## src/design/ssps_pkg.sv

```systemverilog
// How it works
// - port runs SPI or I2C, never both
// - eight bits shift out and in together
// - data out, data in, clock pins
// - slave select used only in slave mode
// - slave select high resets slave logic
// - clock-edge one slave needs slave select
// - slave select high forces sdo direction readback
// - I2C status bit 2 holds direction
`default_nettype none
package ssps_pkg;
	localparam logic [2:0] SSPS_ADDR_STAT = 3'h0;
	localparam logic [2:0] SSPS_ADDR_CTRL = 3'h1;
	localparam logic [2:0] SSPS_ADDR_BUF = 3'h2;
	localparam logic [2:0] SSPS_ADDR_IRQ = 3'h3;
	localparam logic [2:0] SSPS_ADDR_MASK = 3'h4;
	localparam logic [2:0] SSPS_ADDR_DIR = 3'h5;
	localparam logic [3:0] SSPS_M_DIV4 = 4'h0;
	localparam logic [3:0] SSPS_M_DIV16 = 4'h1;
	localparam logic [3:0] SSPS_M_DIV64 = 4'h2;
	localparam logic [3:0] SSPS_M_TMR = 4'h3;
	localparam logic [3:0] SSPS_M_SLV_SS = 4'h4;
	localparam logic [3:0] SSPS_M_SLV = 4'h5;
	localparam int SSPS_STAT_SMP = 7;
	localparam int SSPS_STAT_CKE = 6;
	localparam int SSPS_STAT_RW = 2;
	localparam int SSPS_STAT_BF = 0;
	localparam int SSPS_CTRL_WCOL = 7;
	localparam int SSPS_CTRL_OV = 6;
	localparam int SSPS_CTRL_EN = 5;
	localparam int SSPS_CTRL_CKP = 4;
	localparam int SSPS_IRQ_DONE = 0;
	localparam int SSPS_IRQ_WCOL = 1;
	localparam int SSPS_IRQ_OV = 2;
	localparam int SSPS_DIR_SDO = 7;
	localparam int SSPS_DIR_SCK = 6;
	localparam logic [7:0] SSPS_RESET_BYTE = 8'h00;
	localparam logic [7:0] SSPS_DIR_RESET = 8'hff;
	// half periods minus one, in system cycles: fosc/4 style divisors
	localparam logic [5:0] SSPS_HALF_DIV4 = 6'h01;
	localparam logic [5:0] SSPS_HALF_DIV16 = 6'h07;
	localparam logic [5:0] SSPS_HALF_DIV64 = 6'h1f;
	localparam logic [3:0] SSPS_BITS = 4'h8;
	typedef enum logic [2:0] {
		SSPS_IDLE = 3'b001,
		SSPS_LEAD = 3'b010,
		SSPS_TRAIL = 3'b100
	} ssps_state_t;
endpackage : ssps_pkg
`default_nettype wire

```

## src/design/ssps_spi.sv

```systemverilog
`default_nettype none
module ssps_spi
	import ssps_pkg::*;
(
	// clock and reset
	input wire logic CLK,
	input wire logic NRST,
	input wire logic CE,
	// register port
	input wire logic [2:0] ADDR,
	input wire logic [7:0] WDATA,
	input wire logic WR,
	input wire logic RD,
	output logic [7:0] RDATA,
	// link pins
	input wire logic SDI,
	output logic SDO,
	output logic SDO_OE,
	input wire logic SCK_IN,
	output logic SCK_OUT,
	output logic SCK_OE,
	input wire logic SS_N,
	// external timer tick and I2C direction
	input wire logic TMR_TICK,
	input wire logic I2C_RW,
	input wire logic I2C_ADDR_MATCH,
	input wire logic I2C_CLR_RW,
	// interrupt
	output logic IRQ
);
	logic [7:0] stat_reg, ctrl_reg, buf_reg, irq_reg, mask_reg, dir_reg;
	logic [7:0] sr_reg, rdata_reg;
	logic [3:0] cnt_reg;
	logic [5:0] div_reg;
	logic sdi_s1, sdi_s2, sck_s1, sck_s2, ss_s1, ss_s2, sck_d;
	logic sck_out_reg, sdo_reg, smp_bit;
	ssps_state_t st_reg;
	logic en, slave, ss_mode, ss_high, spi_mode, busy, tick;
	logic sck_rise, sck_fall, shift_edge, sample_edge, done;
	logic buf_wr, buf_rd, wcol_ev, ov_ev, cke_bad;

	////////////////////////////////////////////////////////////////
	// pin synchronisers
	always_ff @(posedge CLK) begin
		if (!NRST) begin
			sdi_s1 <= 1'b0;
			sdi_s2 <= 1'b0;
			sck_s1 <= 1'b0;
			sck_s2 <= 1'b0;
			sck_d <= 1'b0;
			ss_s1 <= 1'b1;
			ss_s2 <= 1'b1;
		end else if (CE) begin
			sdi_s1 <= SDI;
			sdi_s2 <= sdi_s1;
			sck_s1 <= SCK_IN;
			sck_s2 <= sck_s1;
			sck_d <= sck_s2;
			ss_s1 <= SS_N;
			ss_s2 <= ss_s1;
		end
	end

	////////////////////////////////////////////////////////////////
	// mode decode
	assign en = ctrl_reg[SSPS_CTRL_EN];
	assign spi_mode = (ctrl_reg[3:0] <= SSPS_M_SLV);
	assign slave = (ctrl_reg[3:0] == SSPS_M_SLV_SS) ||
		(ctrl_reg[3:0] == SSPS_M_SLV);
	assign ss_mode = ctrl_reg[3:0] == SSPS_M_SLV_SS;
	assign ss_high = en && ss_mode && ss_s2;
	// clock-edge one without select control is not allowed: hold idle
	assign cke_bad = (ctrl_reg[3:0] == SSPS_M_SLV) &&
		stat_reg[SSPS_STAT_CKE];
	assign busy = st_reg != SSPS_IDLE;
	assign buf_wr = WR && ADDR == SSPS_ADDR_BUF;
	assign buf_rd = RD && ADDR == SSPS_ADDR_BUF;
	assign wcol_ev = buf_wr && busy;
	// slave edge stream: idle level per clock polarity
	assign sck_rise = sck_s2 && !sck_d;
	assign sck_fall = !sck_s2 && sck_d;
	// clock-edge bit: 1 shifts on active-to-idle edge
	assign shift_edge = (stat_reg[SSPS_STAT_CKE] ^
		ctrl_reg[SSPS_CTRL_CKP]) ? sck_fall : sck_rise;
	assign sample_edge = (stat_reg[SSPS_STAT_CKE] ^
		ctrl_reg[SSPS_CTRL_CKP]) ? sck_rise : sck_fall;
	// slave samples at middle regardless of the stored bit
	assign smp_bit = slave ? 1'b0 : stat_reg[SSPS_STAT_SMP];

	////////////////////////////////////////////////////////////////
	// master bit clock divider
	always_comb begin
		case (ctrl_reg[3:0])
		SSPS_M_DIV4: tick = div_reg == SSPS_HALF_DIV4;
		SSPS_M_DIV16: tick = div_reg == SSPS_HALF_DIV16;
		SSPS_M_DIV64: tick = div_reg == SSPS_HALF_DIV64;
		SSPS_M_TMR: tick = TMR_TICK;
		default: tick = 1'b0;
		endcase
	end

	always_ff @(posedge CLK) begin
		if (!NRST)
			div_reg <= 6'h00;
		else if (CE) begin
			if (!busy || tick || slave)
				div_reg <= 6'h00;
			else
				div_reg <= div_reg + 6'h01;
		end
	end

	////////////////////////////////////////////////////////////////
	// shift engine, msb first, eight bits each way
	always_ff @(posedge CLK) begin
		if (!NRST) begin
			st_reg <= SSPS_IDLE;
			sr_reg <= SSPS_RESET_BYTE;
			cnt_reg <= 4'h0;
			sck_out_reg <= 1'b0;
			sdo_reg <= 1'b0;
		end else if (CE) begin
			if (!en || !spi_mode || ss_high || cke_bad) begin
				st_reg <= SSPS_IDLE;
				cnt_reg <= 4'h0;
				sck_out_reg <= ctrl_reg[SSPS_CTRL_CKP];
			end else if (buf_wr && !busy) begin
				sr_reg <= WDATA;
				sdo_reg <= WDATA[7];
				cnt_reg <= 4'h0;
				st_reg <= slave ? SSPS_TRAIL : SSPS_LEAD;
			end else if (slave && busy) begin
				if (sample_edge) begin
					sr_reg <= {sr_reg[6:0], sdi_s2};
					cnt_reg <= cnt_reg + 4'h1;
					if (cnt_reg == SSPS_BITS - 4'h1)
						st_reg <= SSPS_IDLE;
				end else if (shift_edge) begin
					sdo_reg <= sr_reg[7];
				end
			end else if (busy && tick) begin
				case (st_reg)
				SSPS_LEAD: begin
					sck_out_reg <= ~sck_out_reg;
					if (!smp_bit)
						sr_reg <= {sr_reg[6:0], sdi_s2};
					st_reg <= SSPS_TRAIL;
				end
				SSPS_TRAIL: begin
					sck_out_reg <= ~sck_out_reg;
					if (smp_bit)
						sr_reg <= {sr_reg[6:0], sdi_s2};
					sdo_reg <= smp_bit ? sr_reg[6] : sr_reg[7];
					cnt_reg <= cnt_reg + 4'h1;
					st_reg <= (cnt_reg == SSPS_BITS - 4'h1) ?
						SSPS_IDLE : SSPS_LEAD;
				end
				default: st_reg <= SSPS_IDLE;
				endcase
			end else if (!busy) begin
				sck_out_reg <= ctrl_reg[SSPS_CTRL_CKP];
			end
		end
	end

	assign done = busy && ((slave && sample_edge) || (!slave && tick &&
		st_reg == SSPS_TRAIL)) && cnt_reg == SSPS_BITS - 4'h1 &&
		en && spi_mode && !ss_high && !cke_bad;
	assign ov_ev = done && slave && stat_reg[SSPS_STAT_BF];

	////////////////////////////////////////////////////////////////
	// receive buffer and buffer full
	always_ff @(posedge CLK) begin
		if (!NRST)
			buf_reg <= SSPS_RESET_BYTE;
		else if (CE && done && !ov_ev)
			buf_reg <= slave ? {sr_reg[6:0], sdi_s2} :
				(smp_bit ? {sr_reg[6:0], sdi_s2} : sr_reg);
	end

	always_ff @(posedge CLK) begin
		if (!NRST)
			stat_reg <= SSPS_RESET_BYTE;
		else if (CE) begin
			if (WR && ADDR == SSPS_ADDR_STAT) begin
				stat_reg[SSPS_STAT_SMP] <= WDATA[SSPS_STAT_SMP];
				stat_reg[SSPS_STAT_CKE] <= WDATA[SSPS_STAT_CKE];
			end
			if (done)
				stat_reg[SSPS_STAT_BF] <= 1'b1;
			else if (buf_rd)
				stat_reg[SSPS_STAT_BF] <= 1'b0;
			if (I2C_ADDR_MATCH && !spi_mode)
				stat_reg[SSPS_STAT_RW] <= I2C_RW;
			else if (I2C_CLR_RW || !en)
				stat_reg[SSPS_STAT_RW] <= 1'b0;
		end
	end

	////////////////////////////////////////////////////////////////
	// control, interrupt and direction registers
	always_ff @(posedge CLK) begin
		if (!NRST)
			ctrl_reg <= SSPS_RESET_BYTE;
		else if (CE) begin
			if (WR && ADDR == SSPS_ADDR_CTRL)
				ctrl_reg <= WDATA;
			if (wcol_ev)
				ctrl_reg[SSPS_CTRL_WCOL] <= 1'b1;
			if (ov_ev)
				ctrl_reg[SSPS_CTRL_OV] <= 1'b1;
		end
	end

	always_ff @(posedge CLK) begin
		if (!NRST) begin
			irq_reg <= SSPS_RESET_BYTE;
			mask_reg <= SSPS_RESET_BYTE;
		end else if (CE) begin
			if (WR && ADDR == SSPS_ADDR_MASK)
				mask_reg <= WDATA;
			irq_reg <= (irq_reg & ~((WR && ADDR == SSPS_ADDR_IRQ) ?
				WDATA : 8'h00)) | {5'h00, ov_ev, wcol_ev, done};
		end
	end

	// read-modify-write while select high sets the sdo direction bit
	always_ff @(posedge CLK) begin
		if (!NRST)
			dir_reg <= SSPS_DIR_RESET;
		else if (CE && WR && ADDR == SSPS_ADDR_DIR)
			dir_reg <= WDATA;
	end

	////////////////////////////////////////////////////////////////
	// register reads, data one cycle later
	always_ff @(posedge CLK) begin
		if (!NRST)
			rdata_reg <= SSPS_RESET_BYTE;
		else if (CE && RD) begin
			case (ADDR)
			SSPS_ADDR_STAT: rdata_reg <= stat_reg;
			SSPS_ADDR_CTRL: rdata_reg <= ctrl_reg;
			SSPS_ADDR_BUF: rdata_reg <= buf_reg;
			SSPS_ADDR_IRQ: rdata_reg <= irq_reg;
			SSPS_ADDR_MASK: rdata_reg <= mask_reg;
			SSPS_ADDR_DIR: begin
				rdata_reg <= dir_reg;
				if (ss_high)
					rdata_reg[SSPS_DIR_SDO] <= 1'b1;
			end
			default: rdata_reg <= SSPS_RESET_BYTE;
			endcase
		end
	end

	////////////////////////////////////////////////////////////////
	// pin drive
	assign RDATA = rdata_reg;
	assign SDO = sdo_reg;
	assign SDO_OE = en && spi_mode && !dir_reg[SSPS_DIR_SDO] &&
		!ss_high;
	assign SCK_OUT = sck_out_reg;
	assign SCK_OE = en && spi_mode && !slave &&
		!dir_reg[SSPS_DIR_SCK];
	assign IRQ = |(irq_reg & mask_reg);
endmodule : ssps_spi
`default_nettype wire

```

## config.mk

```make
export PLATFORM = sky130hd
export DESIGN_NAME = ssps_spi
export DESIGN_NICKNAME = d
export VERILOG_FILES = /design/src/design/ssps_pkg.sv /design/src/design/ssps_spi.sv
export SDC_FILE = /design/constraint.sdc
export NUM_CORES = 1
export LEC_CHECK = 0
export BUFFER_PORTS_ARGS = -buffer_cell sky130_fd_sc_hd__buf_4
export CORE_ASPECT_RATIO = 0.6
export CORE_MARGIN = 5
export CORE_UTILIZATION = 55
export DETAILED_ROUTE_END_ITERATION = 8
export PLACE_DENSITY = 0.78
export REMOVE_ABC_BUFFERS = 1
export SLEW_MARGIN = 20
export SYNTH_ARGS = -nofsm -noshare
export SYNTH_HDL_FRONTEND = slang
export SYNTH_SLANG_ARGS = --single-unit
```

## constraint.sdc

```tcl
create_clock -name CLK -period 3.1 [get_ports CLK]
set_input_delay 0.31 -clock CLK [delete_from_list [all_inputs] [get_ports CLK]]
set_output_delay 0.31 -clock CLK [all_outputs]
set_load 0.005 [all_outputs]
```

# After elaboration in Yosys (flattened, before gate mapping)
# Index checks and enable logic that the tools add are counted.
[totals]
ff_bits = 82
inputBits = 23
output_inout_bits = 13
elab_cells = 193
[op_classes]
add_sub_neg = 2
order_cmp = 1
eq_ne = 27
mux = 51
n_bitwise = 7
reduce_logical = 81
[op_table]
columns = ["op", "count"]
rows = [
  ["$mux W8", 9],
  ["$pmux W8 S6", 1],
  ["$logic_and A1 B1 Y1", 37],
  ["$mux W4", 6],
  ["$mux W1", 23],
  ["$mux W3", 7],
  ["$and A8 B8 Y8", 2],
  ["$pmux W8 S2", 1],
  ["$reduce_and A2 Y1", 7],
  ["$eq A4 B3 Y1 const B", 3],
  ["$ne A3 B3 Y1 const B", 4],
  ["$reduce_and A6 Y1", 2],
  ["$reduce_bool A4 Y1", 3],
  ["$logic_not A1 Y1", 11],
  ["$eq A3 B2 Y1 const B", 3],
  ["$eq A3 B3 Y1 const B", 3],
  ["$eq A4 B2 Y1 const B", 2],
  ["$logic_or A1 B1 Y1", 8],
  ["$ne A4 B4 Y1 const B", 2],
  ["$not A8 Y8", 1],
  ["$or A8 B3 Y8", 1],
  ["$reduce_and A4 Y1", 2],
  ["$reduce_bool A2 Y1", 4],
  ["$reduce_or A8 Y1", 1],
  ["22 further kinds", 26],
]

# Longest topological paths before layout
[depth]
ltp_word = 16
ltp_mapped = 10
ltp_nobuf = 7

# Least setup slack after synthesis
# No wires, ideal clock.
[synth_path]
path_kind = "reg-to-reg"
start = "register ctrl_reg[0]"
end = "register buf_reg[5]"
setup_time_ps = 116
t_arrival_ps = 2048
required_time_ps = 2984
path_slack_ps = 936
stages_incl_launch_ff = 10
n_path_buf = 2
period_less_slack_ps = 2164
cell_sequence = "dfxtp_1 -> buf_4 -> nand3b_1 -> nand4b_1 -> a31o_2 -> or4_1 -> a21oi_2 -> buf_4 -> nand3_1 -> o211a_1"
[synth_via]
elab_chain_len = 16
elab_cells_between_ends = 33
cone_classes = "1 x order compare; 5 x eq/ne; 4 x mux; 23 x reduce/logical"
[synth_lines]
columns = ["element", "line_no", "source"]
rows = [
  ["from (decl)", "ssps_spi.sv:31", "logic [7:0] stat_reg, ctrl_reg, buf_reg, irq_reg, mask_reg, dir_reg;"],
  ["from (signal assigned)", "ssps_spi.sv:204", "ctrl_reg <= SSPS_RESET_BYTE;"],
  ["from (signal assigned)", "ssps_spi.sv:207", "ctrl_reg <= WDATA;"],
  ["from (signal, indexed assignment)", "ssps_spi.sv:209", "ctrl_reg[SSPS_CTRL_WCOL] <= 1'b1;"],
  ["branches (longest 16 deep; another with $eq A4 B2 Y1)", "-", ""],
  ["to (signal assigned)", "ssps_spi.sv:177", "buf_reg <= slave ? {sr_reg[6:0], sdi_s2} :"],
  ["to (decl)", "ssps_spi.sv:31", ""],
]
# Several ways; the timed one is not identified.
# A chain may end at the register's enable or synchronous reset.

# Final worst setup path
[layout_path]
start = "register ctrl_reg[0]"
end = "register buf_reg[2]"
# Same word-level chain as after synthesis.

==> flow_summary_export.csv <==
group,metric,value,unit
run_status,status,"completed",
timing,fmax,0.366,GHz
critical_path,required,3.33,ns
timing,hold_viol,0,
synth,postSynth.asyncResetShare,0,%
timing,period_needed,2.73,ns
synth,synth_edf_count,0,
timing,skew,0.00706,ns
timing,rsz0062_at_grt,"false",
final_layout,fin_nets,549,
drt,wl,12100,um
timing,setup_tns,0,ns
power_and_ir_drop,peakVddDrop,0.276,mV
drt,routedWlPerCell,19.1,um
power_and_ir_drop,p_leak,2.01,nW
min_path,hp-class,"in2reg",
placed_design,portBuffers,35,
floorplanning,rows,24,
clock_network,cts_setup_buffers,0,
timing,worst_slew_pin_slew,0.862,ns
critical_path,critPathKind,"reg2reg",
final_layout,ff_latch_area,1640,um^2
clock_network,insertion_delay,0.34,ns
clock_network,cts_root_buf,"clkbuf_16",
floorplanning,die_w,124,um
timing,post-route-period-util,88.2,%
drt,drt-vias-per-instance,6.41,
clock_network,numCtsBuffers,9,
power_and_ir_drop,powerDensity,475,nW/um^2
synth,synthCells,507,
critical_path,cp-start-kind,"register",
clock_network,cts_tree,"done",
floorplanning,die_area,9690,um^2
final_layout,fin_util,65.4,%
synth,yosys-top-cells-area,"dfxtp_1 (38%), mux2i_1 (8.7%), nand2_1 (6.9%), nor2b_1 (4.5%), nand3_1 (3.5%)",
synth,ys_types,60,
critical_path,path_buf_inv,0,
global_route,grt_pass1_vias,3704,
critical_path,cp_slowest_cell,"or4_1",
drt,via_count,4058,
timing,setup_violations,0,
final_layout,areaGrowthSynthToFinish,13.6,%
clock_network,clk_pin_slew,0.06,ns
clock_network,cts_buffer_depth,2,
placed_design,place_hpwl,8700,um
global_route,grt_max_degree,59,
clock_network,clkSinkCount,82,
timing,final_max_slew_viol_count,0,
global_route,antenna_found_initial,0,
synth,syn_area_per_cell,8.43,um^2
synth,syn_area,4270,um^2
global_route,grt_pass1_wl,19500,um
drt,dr.pass1.iters,7,
critical_path,path_max_fanout,16,
drt,antenna_left,0,
clock_network,cts_hold_buf,0,
synth,synth_warnings,0,
critical_path,worstPathCellList,"nand3b_1, nand4b_1, a31o_2, or4_1, a21oi_2, nand3_1, o211a_1",
final_layout,layout-drive-gt1-share,13.8,%
synth,yosysTopAreaCell,"dfxtp_1",
final_layout,antenna_cells,0,
floorplanning,coreArea,7420,um^2
synth,synth-main-ff-cell,"dfxtp_1",
critical_path,arrival,2.97,ns
final_layout,fillers,630,
drt,drc_errors,0,
critical_path,path_delay_family,"simple AND/OR/NAND/NOR gates",
floorplanning,floorplan.initialDensity,57.6,%
drt,drtIter0Drc,584,
clock_network,htree_levels,3,
synth,synth_seq_cells,82,
global_route,grtUsageTotal,25.7,%
synth,synth_top_area_share,38.4,%
synth,yosysMostFrequentCell,"dfxtp_1",
floorplanning,pin_count,36,
run,max_cap_violations,0,
global_route,grt_overflow,0,
clock_network,cts_resized,0,
synth,yosysSeqAreaShare,38.4,%
critical_path,cp-end-kind,"register",
synth,synth_commonest_cells,"dfxtp_1 (82), nand2_1 (78), mux2i_1 (37)",
placed_design,gp_congestion,0.992,
timing,slew_headroom,42.4,%
floorplanning,die_y,78.3,um
critical_path,slowest_delay,0.54,ns
final_layout,multiInputGateArea,2480,um^2
## final cells by class
type | count | area share, %
tap | 104 | 2.68
inverter | 2 | 0.155
clock inverter | 5 | 1.13
sequential | 82 | 33.8
multi-input combinational | 388 | 51.0
timing repair buffer | 41 | 6.35
clock buffer | 11 | 4.80
## cell usage in the layout (no fill, tap or decap), types with 6 or more instances in the layout
master / netlist / final
o21ai_0: 25 / 25
o211a_1: 12 / 12
buf_4: 2 / 41
a21oi_1: 20 / 20
a211oi_1: 6 / 6
o2111ai_1: 8 / 8
nand4_1: 8 / 8
clkbuf_16: 0 / 9
mux2i_1: 37 / 37
nor2_1: 34 / 34
a21boi_0: 10 / 10
nor2b_1: 31 / 31
nand2_1: 78 / 78
nand3_1: 30 / 30
a22oi_1: 11 / 11
dfxtp_1: 82 / 82
## worst paths after layout
path                            start                 endpoint  slack, ns  cells past startpoint
max          ctrl_reg[0]$_SDFFE_PN0P_  buf_reg[2]$_SDFFE_PN0P_       0.37                      7
min                              SS_N       ss_s1$_SDFFE_PN1P_       0.19                      3
max reg2reg  ctrl_reg[0]$_SDFFE_PN0P_  buf_reg[2]$_SDFFE_PN0P_       0.37                      7
min reg2reg   irq_reg[7]$_SDFFE_PN0P_  irq_reg[7]$_SDFFE_PN0P_       0.46                      2
## power breakdown
part	switching (W)	internal, W
clock	0.000427	0.000621
combinational	0.000107	0.0000689
sequential	0.0000128	0.00107
## per-layer routing
layer	vias to the layer above	part of all wire, %	global-route usage, %
met1	1927	44	37.0
met5	-	0	0
met3	22	12	8.55
li1	1872	-	-
met4	0	1.4	7.96
met2	237	42	36.2
## cells by family (layout without fill, tap and decap cells)
| kind of cell | Yosys count | after routing | share of synthesized area (%) |
|---|---|---|---|
| simple gates | 213 | 213 | 25.2 |
| fa+ha+maj | 2 | 2 | 0.586 |
| buf+inv | 37 | 59 | 3.72 |
| flops | 82 | 82 | 38.4 |
| mux | 42 | 42 | 9.99 |
| xor+xnor | 7 | 7 | 1.44 |
| compound gates | 124 | 124 | 20.7 |
## worst min-delay path, cell delays in order
cell and delay (ns):
buf_4 0.08, mux2i_1 0.05, nand2_1 0.06
## stage by stage
step                power (W)  instance area [um^2]  setup slack [ns]  hold slack [ns]  cells
floorplan             0.00117                  4120             0.339            0.372    472
global placement      0.00127                  4560             0.598            0.436    617
detailed placement    0.00128                  4560             0.424            0.453    617
CTS                   0.00231                  4850             0.408            0.180    633
global route          0.00238                  4850             0.167            0.183    633
finish                0.00231                  4850             0.367            0.189    633
No activity file was read; power rests on OpenSTA's default activity.
